--- config.mk ---
export PLATFORM = sky130hd
export DESIGN_NAME = mss_startup_cfg
export DESIGN_NICKNAME = d
export VERILOG_FILES = /design/src/hdl/mss_pkg.sv /design/src/hdl/mss_startup_cfg.sv
export SDC_FILE = /design/constraint.sdc
export NUM_CORES = 1
export LEC_CHECK = 0
export BUFFER_PORTS_ARGS = -buffer_cell sky130_fd_sc_hd__buf_2
export CAP_MARGIN = 20
export CELL_PAD_IN_SITES_DETAIL_PLACEMENT = 1
export CELL_PAD_IN_SITES_GLOBAL_PLACEMENT = 1
export CORE_UTILIZATION = 40
export CTS_CLUSTER_DIAMETER = 120
export CTS_CLUSTER_SIZE = 12
export DETAILED_ROUTE_END_ITERATION = 8
export PLACE_DENSITY_LB_ADDON = 0.1
export SLEW_MARGIN = 20
export SYNTH_ARGS = -nofsm -noshare
export SYNTH_HDL_FRONTEND = slang
export SYNTH_SLANG_ARGS = --single-unit
--- constraint.sdc ---
create_clock -name mclk -period 2 [get_ports mclk]
set_input_delay 0.3 -clock mclk [delete_from_list [all_inputs] [get_ports mclk]]
set_output_delay 0.3 -clock mclk [all_outputs]
set_load 0.005 [all_outputs]
--- src/hdl/mss_pkg.sv ---
package mss_pkg;
    // ==========================================================
    // Register map
    localparam logic [7:0] STARTUP_ONE_OFFSET = 8'h82;
    localparam logic [31:0] STARTUP_ONE_RESET = 32'h00000000;

    // ==========================================================
    // Field layout
    localparam int PARITY_BIT = 31;
    localparam int METHOD_LSB = 29;
    localparam int METHOD_W = 2;
    localparam int RAMP_LSB = 25;
    localparam int RAMP_W = 4;
    localparam int ALIGN_TIME_LSB = 21;
    localparam int ALIGN_TIME_W = 4;
    localparam int CURR_LSB = 17;
    localparam int CURR_W = 4;
    localparam int PROBE_CLK_LSB = 14;
    localparam int PROBE_CLK_W = 3;
    localparam int TAIL_W = 14;
    localparam logic [3:0] CURR_NOT_APPLICABLE = 4'h0;
    localparam logic [3:0] ALIGN_TIME_LONGEST_CODE = 4'hF;
    localparam logic [13:0] ALIGN_TIME_LONGEST_MS = 14'h2710;
    localparam logic [3:0] RAMP_SLOWEST_CODE = 4'h0;
    localparam logic [13:0] RAMP_SLOWEST_DV = 14'h0001;

    // ==========================================================
    // Start-up methods
    typedef enum logic [1:0]
    {
        MSS_SINGLE_ALIGN = 2'h0,
        MSS_DOUBLE_ALIGN = 2'h1,
        MSS_POSITION_PROBE = 2'h2,
        MSS_SLOW_FIRST_CYCLE = 2'h3
    } mss_method_t;

    // Motor run states
    typedef enum logic [1:0]
    {
        MSS_IDLE = 2'b01,
        MSS_RUN = 2'b10
    } mss_state_t;
endpackage

--- src/hdl/mss_startup_cfg.sv ---
`timescale 1ns/1ns
module mss_startup_cfg
(
    input wire logic mclk,
    input wire logic arst_n,
    input wire logic reg_wr,
    input wire logic reg_rd,
    input wire logic [7:0] reg_addr,
    input wire logic [31:0] reg_wdata,
    output logic [31:0] reg_rdata,
    output logic reg_rvalid,
    input wire logic motor_start,
    input wire logic motor_stop,
    output logic motor_running,
    output mss_pkg::mss_method_t startup_method_sel,
    output logic [3:0] align_ramp_code,
    output logic [13:0] align_ramp_rate_dv,
    output logic [3:0] align_time_code,
    output logic [13:0] align_time_ms,
    output logic [3:0] align_current_limit,
    output logic align_current_limit_valid,
    output logic [2:0] position_probe_clock_rate,
    output logic [13:0] position_probe_clock_hz,
    output logic [13:0] startup_tail
);
    // ==========================================================
    // Decode tables
    // Ramp rate in tenths of a volt per second
    function automatic logic [13:0] ramp_dv(input logic [3:0] code);
        logic [13:0] tbl [16];
        tbl = '{14'h0001, 14'h0002, 14'h0005, 14'h000A, 14'h0019, 14'h0032, 14'h004B, 14'h0064,
                14'h00FA, 14'h01F4, 14'h02EE, 14'h03E8, 14'h09C4, 14'h1388, 14'h1D4C, 14'h2710};
        return tbl[code];
    endfunction

    function automatic logic [13:0] time_ms(input logic [3:0] code);
        logic [13:0] tbl [16];
        tbl = '{14'h0005, 14'h000A, 14'h0019, 14'h0032, 14'h004B, 14'h0064, 14'h00C8, 14'h0190,
                14'h0258, 14'h0320, 14'h03E8, 14'h07D0, 14'h0FA0, 14'h1770, 14'h1F40, 14'h2710};
        return tbl[code];
    endfunction

    function automatic logic [13:0] probe_hz(input logic [2:0] code);
        logic [13:0] tbl [8];
        tbl = '{14'h0032, 14'h0064, 14'h00FA, 14'h01F4, 14'h03E8, 14'h07D0, 14'h1388, 14'h2710};
        return tbl[code];
    endfunction

    // ==========================================================
    // Register port
    logic [31:0] startup_one;
    logic hit_wr;
    logic hit_rd;
    assign hit_wr = reg_wr && (reg_addr == mss_pkg::STARTUP_ONE_OFFSET);
    assign hit_rd = reg_rd && (reg_addr == mss_pkg::STARTUP_ONE_OFFSET);

    always_ff @(posedge mclk or negedge arst_n)
    begin
        if (!arst_n)
            startup_one <= mss_pkg::STARTUP_ONE_RESET;
        else if (hit_wr)
            startup_one <= reg_wdata;
    end

    // Unmapped reads answer zero; answer follows one edge later
    always_ff @(posedge mclk or negedge arst_n)
    begin
        if (!arst_n)
        begin
            reg_rdata <= 32'h00000000;
            reg_rvalid <= 1'b0;
        end
        else
        begin
            reg_rvalid <= reg_rd;
            reg_rdata <= hit_rd ? startup_one : 32'h00000000;
        end
    end

    // ==========================================================
    // Run state
    mss_pkg::mss_state_t state;
    mss_pkg::mss_state_t next_state;
    logic take_start;
    assign take_start = (state == mss_pkg::MSS_IDLE) && motor_start;

    always_comb
    begin
        next_state = state;
        unique case (state)
            mss_pkg::MSS_IDLE:
            begin
                if (motor_start)
                    next_state = mss_pkg::MSS_RUN;
            end
            mss_pkg::MSS_RUN:
            begin
                if (motor_stop)
                    next_state = mss_pkg::MSS_IDLE;
            end
            default:
                next_state = mss_pkg::MSS_IDLE;
        endcase
    end

    always_ff @(posedge mclk or negedge arst_n)
    begin
        if (!arst_n)
            state <= mss_pkg::MSS_IDLE;
        else
            state <= next_state;
    end

    assign motor_running = (state == mss_pkg::MSS_RUN);

    // ==========================================================
    // Start snapshot
    // Sampling only at start keeps a running motor from jumping between methods
    logic [31:0] snap;
    always_ff @(posedge mclk or negedge arst_n)
    begin
        if (!arst_n)
            snap <= mss_pkg::STARTUP_ONE_RESET;
        else if (take_start)
            snap <= startup_one;
    end

    always_ff @(posedge mclk or negedge arst_n)
    begin
        if (!arst_n)
        begin
            startup_method_sel <= mss_pkg::MSS_SINGLE_ALIGN;
            align_ramp_code <= 4'h0;
            align_ramp_rate_dv <= 14'h0000;
            align_time_code <= 4'h0;
            align_time_ms <= 14'h0000;
            align_current_limit <= 4'h0;
            align_current_limit_valid <= 1'b0;
            position_probe_clock_rate <= 3'h0;
            position_probe_clock_hz <= 14'h0000;
            startup_tail <= 14'h0000;
        end
        else
        begin
            startup_method_sel <= mss_pkg::mss_method_t'(snap[mss_pkg::METHOD_LSB +: mss_pkg::METHOD_W]);
            align_ramp_code <= snap[mss_pkg::RAMP_LSB +: mss_pkg::RAMP_W];
            align_ramp_rate_dv <= ramp_dv(snap[mss_pkg::RAMP_LSB +: mss_pkg::RAMP_W]);
            align_time_code <= snap[mss_pkg::ALIGN_TIME_LSB +: mss_pkg::ALIGN_TIME_W];
            align_time_ms <= time_ms(snap[mss_pkg::ALIGN_TIME_LSB +: mss_pkg::ALIGN_TIME_W]);
            align_current_limit <= snap[mss_pkg::CURR_LSB +: mss_pkg::CURR_W];
            align_current_limit_valid <=
                snap[mss_pkg::CURR_LSB +: mss_pkg::CURR_W] != mss_pkg::CURR_NOT_APPLICABLE;
            position_probe_clock_rate <= snap[mss_pkg::PROBE_CLK_LSB +: mss_pkg::PROBE_CLK_W];
            position_probe_clock_hz <= probe_hz(snap[mss_pkg::PROBE_CLK_LSB +: mss_pkg::PROBE_CLK_W]);
            startup_tail <= snap[mss_pkg::TAIL_W-1:0];
        end
    end

    // ==========================================================
    // Checks
    AST_WRITE_READBACK: assert property (@(posedge mclk) disable iff (!arst_n)
        hit_wr ##1 (reg_rd && reg_addr == mss_pkg::STARTUP_ONE_OFFSET && !reg_wr)
        |=> reg_rvalid && reg_rdata == $past(reg_wdata, 2))
        else $error("Readback differs from written word");

    AST_UNMAPPED_ZERO: assert property (@(posedge mclk) disable iff (!arst_n)
        (reg_rd && reg_addr != mss_pkg::STARTUP_ONE_OFFSET) |=> reg_rvalid && reg_rdata == 32'h00000000)
        else $error("Unmapped read not zero");

    AST_READ_ANSWER: assert property (@(posedge mclk) disable iff (!arst_n)
        reg_rd |=> reg_rvalid)
        else $error("Read not answered one edge later");

    AST_NO_STRAY_ANSWER: assert property (@(posedge mclk) disable iff (!arst_n)
        !reg_rd |=> !reg_rvalid)
        else $error("Read answer without a read");

    AST_METHOD_FROM_START: assert property (@(posedge mclk) disable iff (!arst_n)
        take_start |-> ##2
            startup_method_sel == $past(startup_one[mss_pkg::METHOD_LSB +: mss_pkg::METHOD_W], 2))
        else $error("Method not taken from register at start");

    AST_TIME_DECODE: assert property (@(posedge mclk) disable iff (!arst_n)
        (take_start
            && startup_one[mss_pkg::ALIGN_TIME_LSB +: mss_pkg::ALIGN_TIME_W] == mss_pkg::ALIGN_TIME_LONGEST_CODE)
        |-> ##2 align_time_ms == mss_pkg::ALIGN_TIME_LONGEST_MS)
        else $error("Align time decode wrong");

    AST_RAMP_DECODE: assert property (@(posedge mclk) disable iff (!arst_n)
        (take_start
            && startup_one[mss_pkg::RAMP_LSB +: mss_pkg::RAMP_W] == mss_pkg::RAMP_SLOWEST_CODE)
        |-> ##2 align_ramp_rate_dv == mss_pkg::RAMP_SLOWEST_DV)
        else $error("Ramp rate decode wrong");

    AST_CURR_NA: assert property (@(posedge mclk) disable iff (!arst_n)
        take_start |-> ##2
            align_current_limit_valid
                == ($past(startup_one[mss_pkg::CURR_LSB +: mss_pkg::CURR_W], 2) != mss_pkg::CURR_NOT_APPLICABLE))
        else $error("Current limit validity wrong");

    AST_CURR_CODE: assert property (@(posedge mclk) disable iff (!arst_n)
        take_start |-> ##2
            align_current_limit == $past(startup_one[mss_pkg::CURR_LSB +: mss_pkg::CURR_W], 2))
        else $error("Current limit code not taken at start");

    AST_HOLD_WHILE_RUN: assert property (@(posedge mclk) disable iff (!arst_n)
        (motor_running && !motor_stop) |=> $stable(snap))
        else $error("Snapshot changed while running");

    AST_START_TAKEN: assert property (@(posedge mclk) disable iff (!arst_n)
        (!motor_running && motor_start) |=> motor_running)
        else $error("Start while idle not taken");

    AST_STOP_TAKEN: assert property (@(posedge mclk) disable iff (!arst_n)
        (motor_running && motor_stop) |=> !motor_running)
        else $error("Stop while running not taken");

    // Outputs settle one edge after the snapshot, so hold counts from the second running edge
    AST_OUTPUTS_HOLD: assert property (@(posedge mclk) disable iff (!arst_n)
        (motor_running ##1 motor_running)
        |=> $stable(startup_method_sel) && $stable(align_ramp_rate_dv) && $stable(align_time_ms)
            && $stable(align_current_limit) && $stable(position_probe_clock_hz) && $stable(startup_tail))
        else $error("Start-up outputs moved while running");
endmodule

==> parameters.txt, run 1 <==
Parameter                              Value

Clocking
  TritonCTS clock tree    done
  Num Clock Sinks    168
  Total CTS buffers    17
  Count of H-tree levels built during CTS    4
  CTS resizes    0
  Latest clock arrival within the worst-skew pair    0.42 ns
  Max Buffers Root-to-Sink    2
  Clock slew at the register clock pins of the worst setup and hold paths    0.07 ns
  Root buffer cell    sky130_fd_sc_hd__clkbuf_16

Place
  Dpl cells    708
  Gpl congestion    0.736
  Count of buffers from port buffering    151
  DPL Wire Length    8.32 mm

Timing
  Pins Over Slew Limit    0
  Transition time at the pin with the least slew margin    0.598 ns
  Slew Limit Headroom    0.602
  Final critical delay including setup and external delays    1.59 ns
  Final period util    0.795
  RSZ-0062 raised after global routing    false
  Hold Violations, Final    0
  Aggregate negative setup slack    0 ns
  Maximum frequency from static timing analysis    629 MHz
  Final setup violation count    0
  Setup clock skew after layout    0.00959 ns

Synth
  Ys async rst share    1.00
  Number of unique standard cell types used by synthesis    38
  Dominant register cell in the synthesized netlist    sky130_fd_sc_hd__dfrtp_1
  Number of instances in the synthesized netlist    385
  Part of the Yosys area used for sequential elements    0.695
  Count of synthesis-stage warnings from yosys    0
  Mapped Avg Cell Area    15.7 um^2
  Synthesis-stage register bit count    168
  Number of enable flip-flop cells after synthesis    0
  Combined area of all synthesized cells    0.00605 mm^2

Outcome
  Violations in the final reports    DRC
  Result of the run    complete, but fails checks

GRT
  Largest net degree at the start of global routing    61
  Antenna violations before repair    1
  Grt ovf    0
  Wire length of the first global-routing pass    20.2 mm
  Vias in the first global route    3776
  Total global-route track usage    0.172

Floorplan
  DIE AREA    0.0156 mm^2
  Number of top-level pins    154
  Placeable Area    0.0146 mm^2
  Die extent in x    125 um
  Die Ht    125 um
  Initial standard-cell utilization of the core    0.413
  Standard-cell row count    44

Finish
  Ratio of cells with drive above 1 in the final layout    0.528
  Most common cell after layout, fill and taps aside    sky130_fd_sc_hd__dfrtp_1
  Filler Cells Inserted    1472
  Inserted Diodes    0
  Final Instance Count excl. Fillers    741
  Commonest non-fill, non-tap cells in the layout    167 x sky130_fd_sc_hd__dfrtp_1, 150 x sky130_fd_sc_hd__buf_2, 33 x sky130_fd_sc_hd__mux2_2, 32 x sky130_fd_sc_hd__and2_2, 30 x sky130_fd_sc_hd__mux2_4
  Area growth from synthesis to layout    26.1%
  Count of nets after finishing    599

Setup path
  Type of destination of the critical path    register
  WP buf/inv    1
  Worst r2r path cells    3
  Arrival time worst endpoint    1.88 ns
  Cell with the biggest individual delay on the critical path    sky130_fd_sc_hd__dfrtp_1
  Critical path class    register to register
  List of cells traversed by the critical path    inv_1, ha_1, mux4_2
  Worst r2r dst    align_time_ms[5]
  Maximum fanout count along the critical path    10
  Reg-to-reg slack, setup    0.41 ns
  Critical path data required time    2.29 ns
  RR Startpoint    snap[21]
  Cell depth of the worst setup path    3
  Top Family by Delay on Critical Path    flip-flops
  Max incr delay on CP    0.51 ns
  Launching element type of the critical path    register

Power and ir drop
  Fraction of power spent switching nets    0.244
  Logic gate share of total power    0.099
  Net switching component of the power    1.88 mW
  VDD IR max    0.522 mV
  Power density normalized to cell area    1010 mW/mm^2
  Final Power    7.70 mW
  Leakage dissipation    4.23 nW
  Reg power frac    0.499
  Clock share of power    0.402
  Internal    5.82 mW

Detailed routing
  Wire length per cell    16.5 um
  Total iterations of the first detailed-routing run    6
  Wire length after detailed routing    12.2 mm
  # DRC    23
  Post-route antenna net violation count    0
  Per-cell via count in the routed design    4.73
  Routed via count    3502
  DR iter-0 viols    171

Worst hold path
  End of the worst hold path    startup_one[9]
  Type of the worst min-delay path    primary input to register
  Worst hold path startpoint    reg_wdata[9]
  Hold Path Stages    2

Run
  MaxCap Viol Count    0
registers in the layout (all words and copies together), names as in the netlist, 3 cells and up:
signal / cells
align_current_limit: 4
align_ramp_code: 4
align_ramp_rate_dv: 14
align_time_code: 3
align_time_ms: 14
position_probe_clock_hz: 12
reg_rdata: 32
snap: 31
startup_one: 32
startup_tail: 14
cells by family (layout without fill, tap and decap cells):
family	count (synthesis)	count (layout)	synth area share
multiplexers	70	70	0.150
flip-flops	168	168	0.695
AND/OR/NAND/NOR	77	77	0.0825
XOR/XNOR	1	1	0.00145
adder cells (fa/ha/maj)	8	8	0.0165
buffers and inverters	33	204	0.0275
other	1	2	0.000620
AO/OA/AOI/OAI	27	27	0.0267
worst max-delay path by stage:
stage,startpoint,to,slack (ns)
floorplan,snap[21],align_time_ms[5],0.54
global placement,reg_addr[5],reg_rdata[5],0.39
detailed placement,reg_addr[5],reg_rdata[3],0.37
CTS,snap[21],align_time_ms[5],0.40
global route,snap[21],align_time_ms[5],0.31
finish,snap[21],align_time_ms[5],0.41
cell usage after synthesis, types with 2 or more instances:
library cell	number	area, um^2
sky130_fd_sc_hd__mux2_4	30	450
sky130_fd_sc_hd__and3_1	3	18.8
sky130_fd_sc_hd__nand2_1	7	26.3
sky130_fd_sc_hd__buf_2	4	20.0
sky130_fd_sc_hd__buf_4	4	30.0
sky130_fd_sc_hd__inv_1	10	37.5
sky130_fd_sc_hd__dfrtp_1	167	4180
sky130_fd_sc_hd__nor4b_4	2	47.6
sky130_fd_sc_hd__ha_1	8	100
sky130_fd_sc_hd__nor2_1	20	75.1
sky130_fd_sc_hd__o21ai_0	11	55.1
sky130_fd_sc_hd__buf_6	3	33.8
sky130_fd_sc_hd__mux2_2	33	372
sky130_fd_sc_hd__clkbuf_1	11	41.3
sky130_fd_sc_hd__nand3_1	3	15.0
sky130_fd_sc_hd__a21oi_1	6	30.0
sky130_fd_sc_hd__and2_2	32	240
sky130_fd_sc_hd__nand2b_1	3	18.8
sky130_fd_sc_hd__mux2i_1	6	60.1
sky130_fd_sc_hd__o211ai_1	4	30.0
repair_timing:
item | 4_1_cts | 5_1_grt
setup buffers | 0 | 0
hold endpoints to repair | 57 | 0
hold buffers | 2 | 0
power by group through the flow:
stage          logic, mW  registers, mW  clock network [mW]
2_1_floorplan      0.397           3.86                   0
3_3_place_gp       0.762           3.89                   0
3_5_place_dp       0.782           3.91                   0
4_1_cts            0.790           3.85                3.19
5_1_grt            0.854           3.88                3.34
6_report           0.766           3.84                3.09
metal layers:
layer  up-vias  wire [um]  track usage
met2        99       6040        0.270
met4         2        210       0.0732
met1      1781       5080        0.218
met3        20        864       0.0573
li1       1600          -            -
met5         -         13            0
per-stage QoR:
stage | utilization | hold WS (ns) | setup WS (ns) | area (um^2)
6_report | 0.521 | 0.106 | 0.409 | 7630
5_1_grt | 0.521 | 0.0896 | 0.313 | 7630
4_1_cts | 0.521 | 0.0797 | 0.397 | 7630
3_5_place_dp | 0.481 | 0.322 | 0.367 | 7040
3_3_place_gp | 0.481 | 0.312 | 0.388 | 7040
2_1_floorplan | - | 0.00441 | 0.543 | 6050
area by class of cell:
| type | count | area, um^2 | area share |
|---|---|---|---|
| flip-flops and latches | 168 | 4210 | 0.551 |
| repair buffers | 163 | 907 | 0.119 |
| inverters | 10 | 37.5 | 0.00492 |
| multi-input cells | 185 | 1680 | 0.221 |
| well taps | 184 | 230 | 0.0302 |
| clock inverters | 13 | 125 | 0.0164 |
| clock buffers | 18 | 439 | 0.0576 |
Power figures use the tool's default switching activity.
==> inputs of run 2 (changes only) <==
--- a/config.mk
+++ b/config.mk
@@ -9,7 +9,7 @@
 export CAP_MARGIN = 20
 export CELL_PAD_IN_SITES_DETAIL_PLACEMENT = 1
 export CELL_PAD_IN_SITES_GLOBAL_PLACEMENT = 1
-export CORE_UTILIZATION = 40
+export CORE_UTILIZATION = 39
 export CTS_CLUSTER_DIAMETER = 120
 export CTS_CLUSTER_SIZE = 12
 export DETAILED_ROUTE_END_ITERATION = 8
==> constraint.sdc (replaced) <==
create_clock -name mclk -period 1.4 [get_ports mclk]
set_input_delay 0.21 -clock mclk [delete_from_list [all_inputs] [get_ports mclk]]
set_output_delay 0.21 -clock mclk [all_outputs]
set_load 0.005 [all_outputs]
==> parameters.txt, run 2 (synthesized netlist as in run 1, its figures left out) <==
Parameter                              Value

Floorplan
  Number of top-level pins    154 (unchanged)
  Die extent in x    127 um (was 125 um)
  Initial standard-cell utilization of the core    0.399 (was 0.413)
  Placeable Area    0.0151 mm^2 (was 0.0146 mm^2)
  Die Ht    127 um (was 125 um)
  DIE AREA    0.0160 mm^2 (was 0.0156 mm^2)
  Standard-cell row count    45 (was 44)

Worst hold path
  Type of the worst min-delay path    primary input to register (unchanged)

Detailed routing
  Wire length after detailed routing    12.2 mm (about the same)
  DR iter-0 viols    106 (was 171)
  Routed via count    3538 (was 3502)
  Total iterations of the first detailed-routing run    4 (was 6)
  Wire length per cell    16.1 um (was 16.5 um)
  Per-cell via count in the routed design    4.66 (was 4.73)
  # DRC    0 (was 23)
  Post-route antenna net violation count    0 (unchanged)

Timing
  Setup clock skew after layout    0.00715 ns (was 0.00959 ns)
  Transition time at the pin with the least slew margin    0.589 ns (was 0.598 ns)
  Maximum frequency from static timing analysis    708 MHz
  Final period util    1.01
  Slew Limit Headroom    0.607 (was 0.602)
  Hold Violations, Final    0 (unchanged)
  Final critical delay including setup and external delays    1.41 ns
  RSZ-0062 raised after global routing    true (was false)
  Setup ws final    -0.0128 ns (was 0.409 ns)
  Final-layout worst hold slack    0.0224 ns (was 0.106 ns)
  Final setup violation count    1 (was 0)
  Pins Over Slew Limit    0 (unchanged)

Power and ir drop
  Logic gate share of total power    0.110 (was 0.099)
  Net switching component of the power    2.55 mW (was 1.88 mW)
  Reg power frac    0.500 (was 0.499)
  Internal    8.38 mW (was 5.82 mW)
  Final Power    10.9 mW (was 7.70 mW)
  Clock share of power    0.391 (was 0.402)
  VDD IR max    0.799 mV (was 0.522 mV)
  Fraction of power spent switching nets    0.234 (was 0.244)
  Leakage dissipation    4.30 nW (was 4.23 nW)
  Power density normalized to cell area    1410 mW/mm^2 (was 1010 mW/mm^2)

Clocking
  TritonCTS clock tree    done (unchanged)
  Latest clock arrival within the worst-skew pair    0.42 ns (about the same)
  Clock slew at the register clock pins of the worst setup and hold paths    0.06 ns (was 0.07 ns)
  Count of H-tree levels built during CTS    4 (unchanged)
  Total CTS buffers    17 (unchanged)
  Num Clock Sinks    168 (unchanged)
  Max Buffers Root-to-Sink    2 (unchanged)
  Root buffer cell    sky130_fd_sc_hd__clkbuf_16 (unchanged)

Setup path
  WP buf/inv    2 (was 1)
  Arrival time worst endpoint    1.20 ns (was 1.88 ns)
  Critical path data required time    1.19 ns (was 2.29 ns)
  Top Family by Delay on Critical Path    flip-flops (unchanged)
  Cell with the biggest individual delay on the critical path    sky130_fd_sc_hd__dfstp_2 (was sky130_fd_sc_hd__dfrtp_1)
  Type of destination of the critical path    output pin (was register)
  Critical path class    register to output pin (was register to register)
  List of cells traversed by the critical path    nand2b_4, inv_2, buf_6 (was inv_1, ha_1, mux4_2)
  Maximum fanout count along the critical path    2 (was 10)
  Launching element type of the critical path    register (unchanged)
  Max incr delay on CP    0.53 ns (was 0.51 ns)

GRT
  Most crowded layer after global routing    met2 (unchanged)
  Routing usage on met3    0.0544 (was 0.0573)
  Antenna violations before repair    0 (was 1)
  Global-route met2 utilization    0.279 (was 0.270)
  Grt ovf    0 (unchanged)
  Met1 Use GR    0.195 (was 0.218)
  Wire length of the first global-routing pass    20.0 mm (was 20.2 mm)
  Vias in the first global route    3866 (was 3776)
  Total global-route track usage    0.166 (was 0.172)
  Largest net degree at the start of global routing    42 (was 61)

Place
  DPL Wire Length    8.41 mm (was 8.32 mm)
  Count of buffers from port buffering    151 (unchanged)
  Gpl congestion    0.731 (was 0.736)

Finish
  Top flop regs    reg_rdata: 32 flops, startup_one: 32 flops, snap: 31 flops (unchanged)
  Area growth from synthesis to layout    28.4% (was 26.1%)
  Inserted Diodes    0 (unchanged)
  Count of nets after finishing    612 (was 599)
  Most common cell after layout, fill and taps aside    sky130_fd_sc_hd__dfrtp_1 (unchanged)
  Ratio of cells with drive above 1 in the final layout    0.548 (was 0.528)
  Commonest non-fill, non-tap cells in the layout    166 x sky130_fd_sc_hd__dfrtp_1, 149 x sky130_fd_sc_hd__buf_2, 33 x sky130_fd_sc_hd__mux2_2, 32 x sky130_fd_sc_hd__and2_2, 30 x sky130_fd_sc_hd__mux2_4 (was 167 x sky130_fd_sc_hd__dfrtp_1, 150 x sky130_fd_sc_hd__buf_2, 33 x sky130_fd_sc_hd__mux2_2, 32 x sky130_fd_sc_hd__and2_2, 30 x sky130_fd_sc_hd__mux2_4)

Run
  MaxCap Viol Count    0 (unchanged)

Outcome
  Result of the run    complete, but fails checks (unchanged)
  Violations in the final reports    setup timing (was DRC)
## run 2: final timing paths
kind                               from                end  slack (ns)  cells after the start
setup / recovery               state[0]      motor_running       -0.01                      3
hold / removal             reg_wdata[3]     startup_one[3]        0.02                      2
setup reg to reg               snap[22]   align_time_ms[5]        0.05                      3
hold reg to reg                 snap[1]    startup_tail[1]        0.37                      0
max in group asynchronous        arst_n           snap[12]        0.55                      3
min in group asynchronous        arst_n  align_time_ms[13]        0.27                      2
## run 2: worst reg2reg max path, stage by stage (launching register included)
cell	delay, ns
sky130_fd_sc_hd__dfrtp_1	0.40
sky130_fd_sc_hd__buf_4	0.16
sky130_fd_sc_hd__ha_2	0.20
sky130_fd_sc_hd__mux4_2	0.46
## run 2: stage by stage
step                      std cells   util  area [um^2]  TNS, ns  setup slack, ns
after CTS                       758  0.511         7740  -0.0340          -0.0340
after detailed placement        724  0.472         7150    -1.55          -0.0608
after global routing            759  0.513         7770  -0.0657          -0.0657
after floorplan                 386      -         6060        0          0.00716
after global placement          724  0.472         7150   -0.310          -0.0181
final                           759  0.513         7770  -0.0128          -0.0128
## run 2: timing repair
item                                   CTS  global route
setup buffers                            0             1
setup endpoints to repair                3             4
gates resized for setup                  5             4
endpoints found under the hold margin   34             0
hold buffers                             2             0
pin swaps                                0             1
## run 2: final cells by class
| type | instances | area (um^2) |
|---|---|---|
| fillers | 1558 | 7380 |
| inverters | 10 | 37.5 |
| clock inverters | 6 | 40.0 |
| multi-input cells | 185 | 1720 |
| well taps | 188 | 235 |
| clock buffers | 26 | 509 |
| repair buffers | 176 | 1020 |
| flip-flops and latches | 168 | 4210 |
## run 2: routing by layer
| layer | up-vias | routed length [um] |
|---|---|---|
| met4 | 0 | 224 |
| met1 | 1801 | 5050 |
| li1 | 1624 | - |
| met2 | 97 | 6220 |
| met5 | - | 0 |
| met3 | 16 | 694 |
## run 2: power groups by stage
stage | registers (mW) | clock network [mW] | logic [mW]
global route | 5.52 | 4.61 | 1.34
CTS | 5.47 | 4.41 | 1.22
detailed placement | 5.55 | 0 | 1.19
finish | 5.47 | 4.27 | 1.20
floorplan | 5.52 | 0 | 0.568
global placement | 5.53 | 0 | 1.16
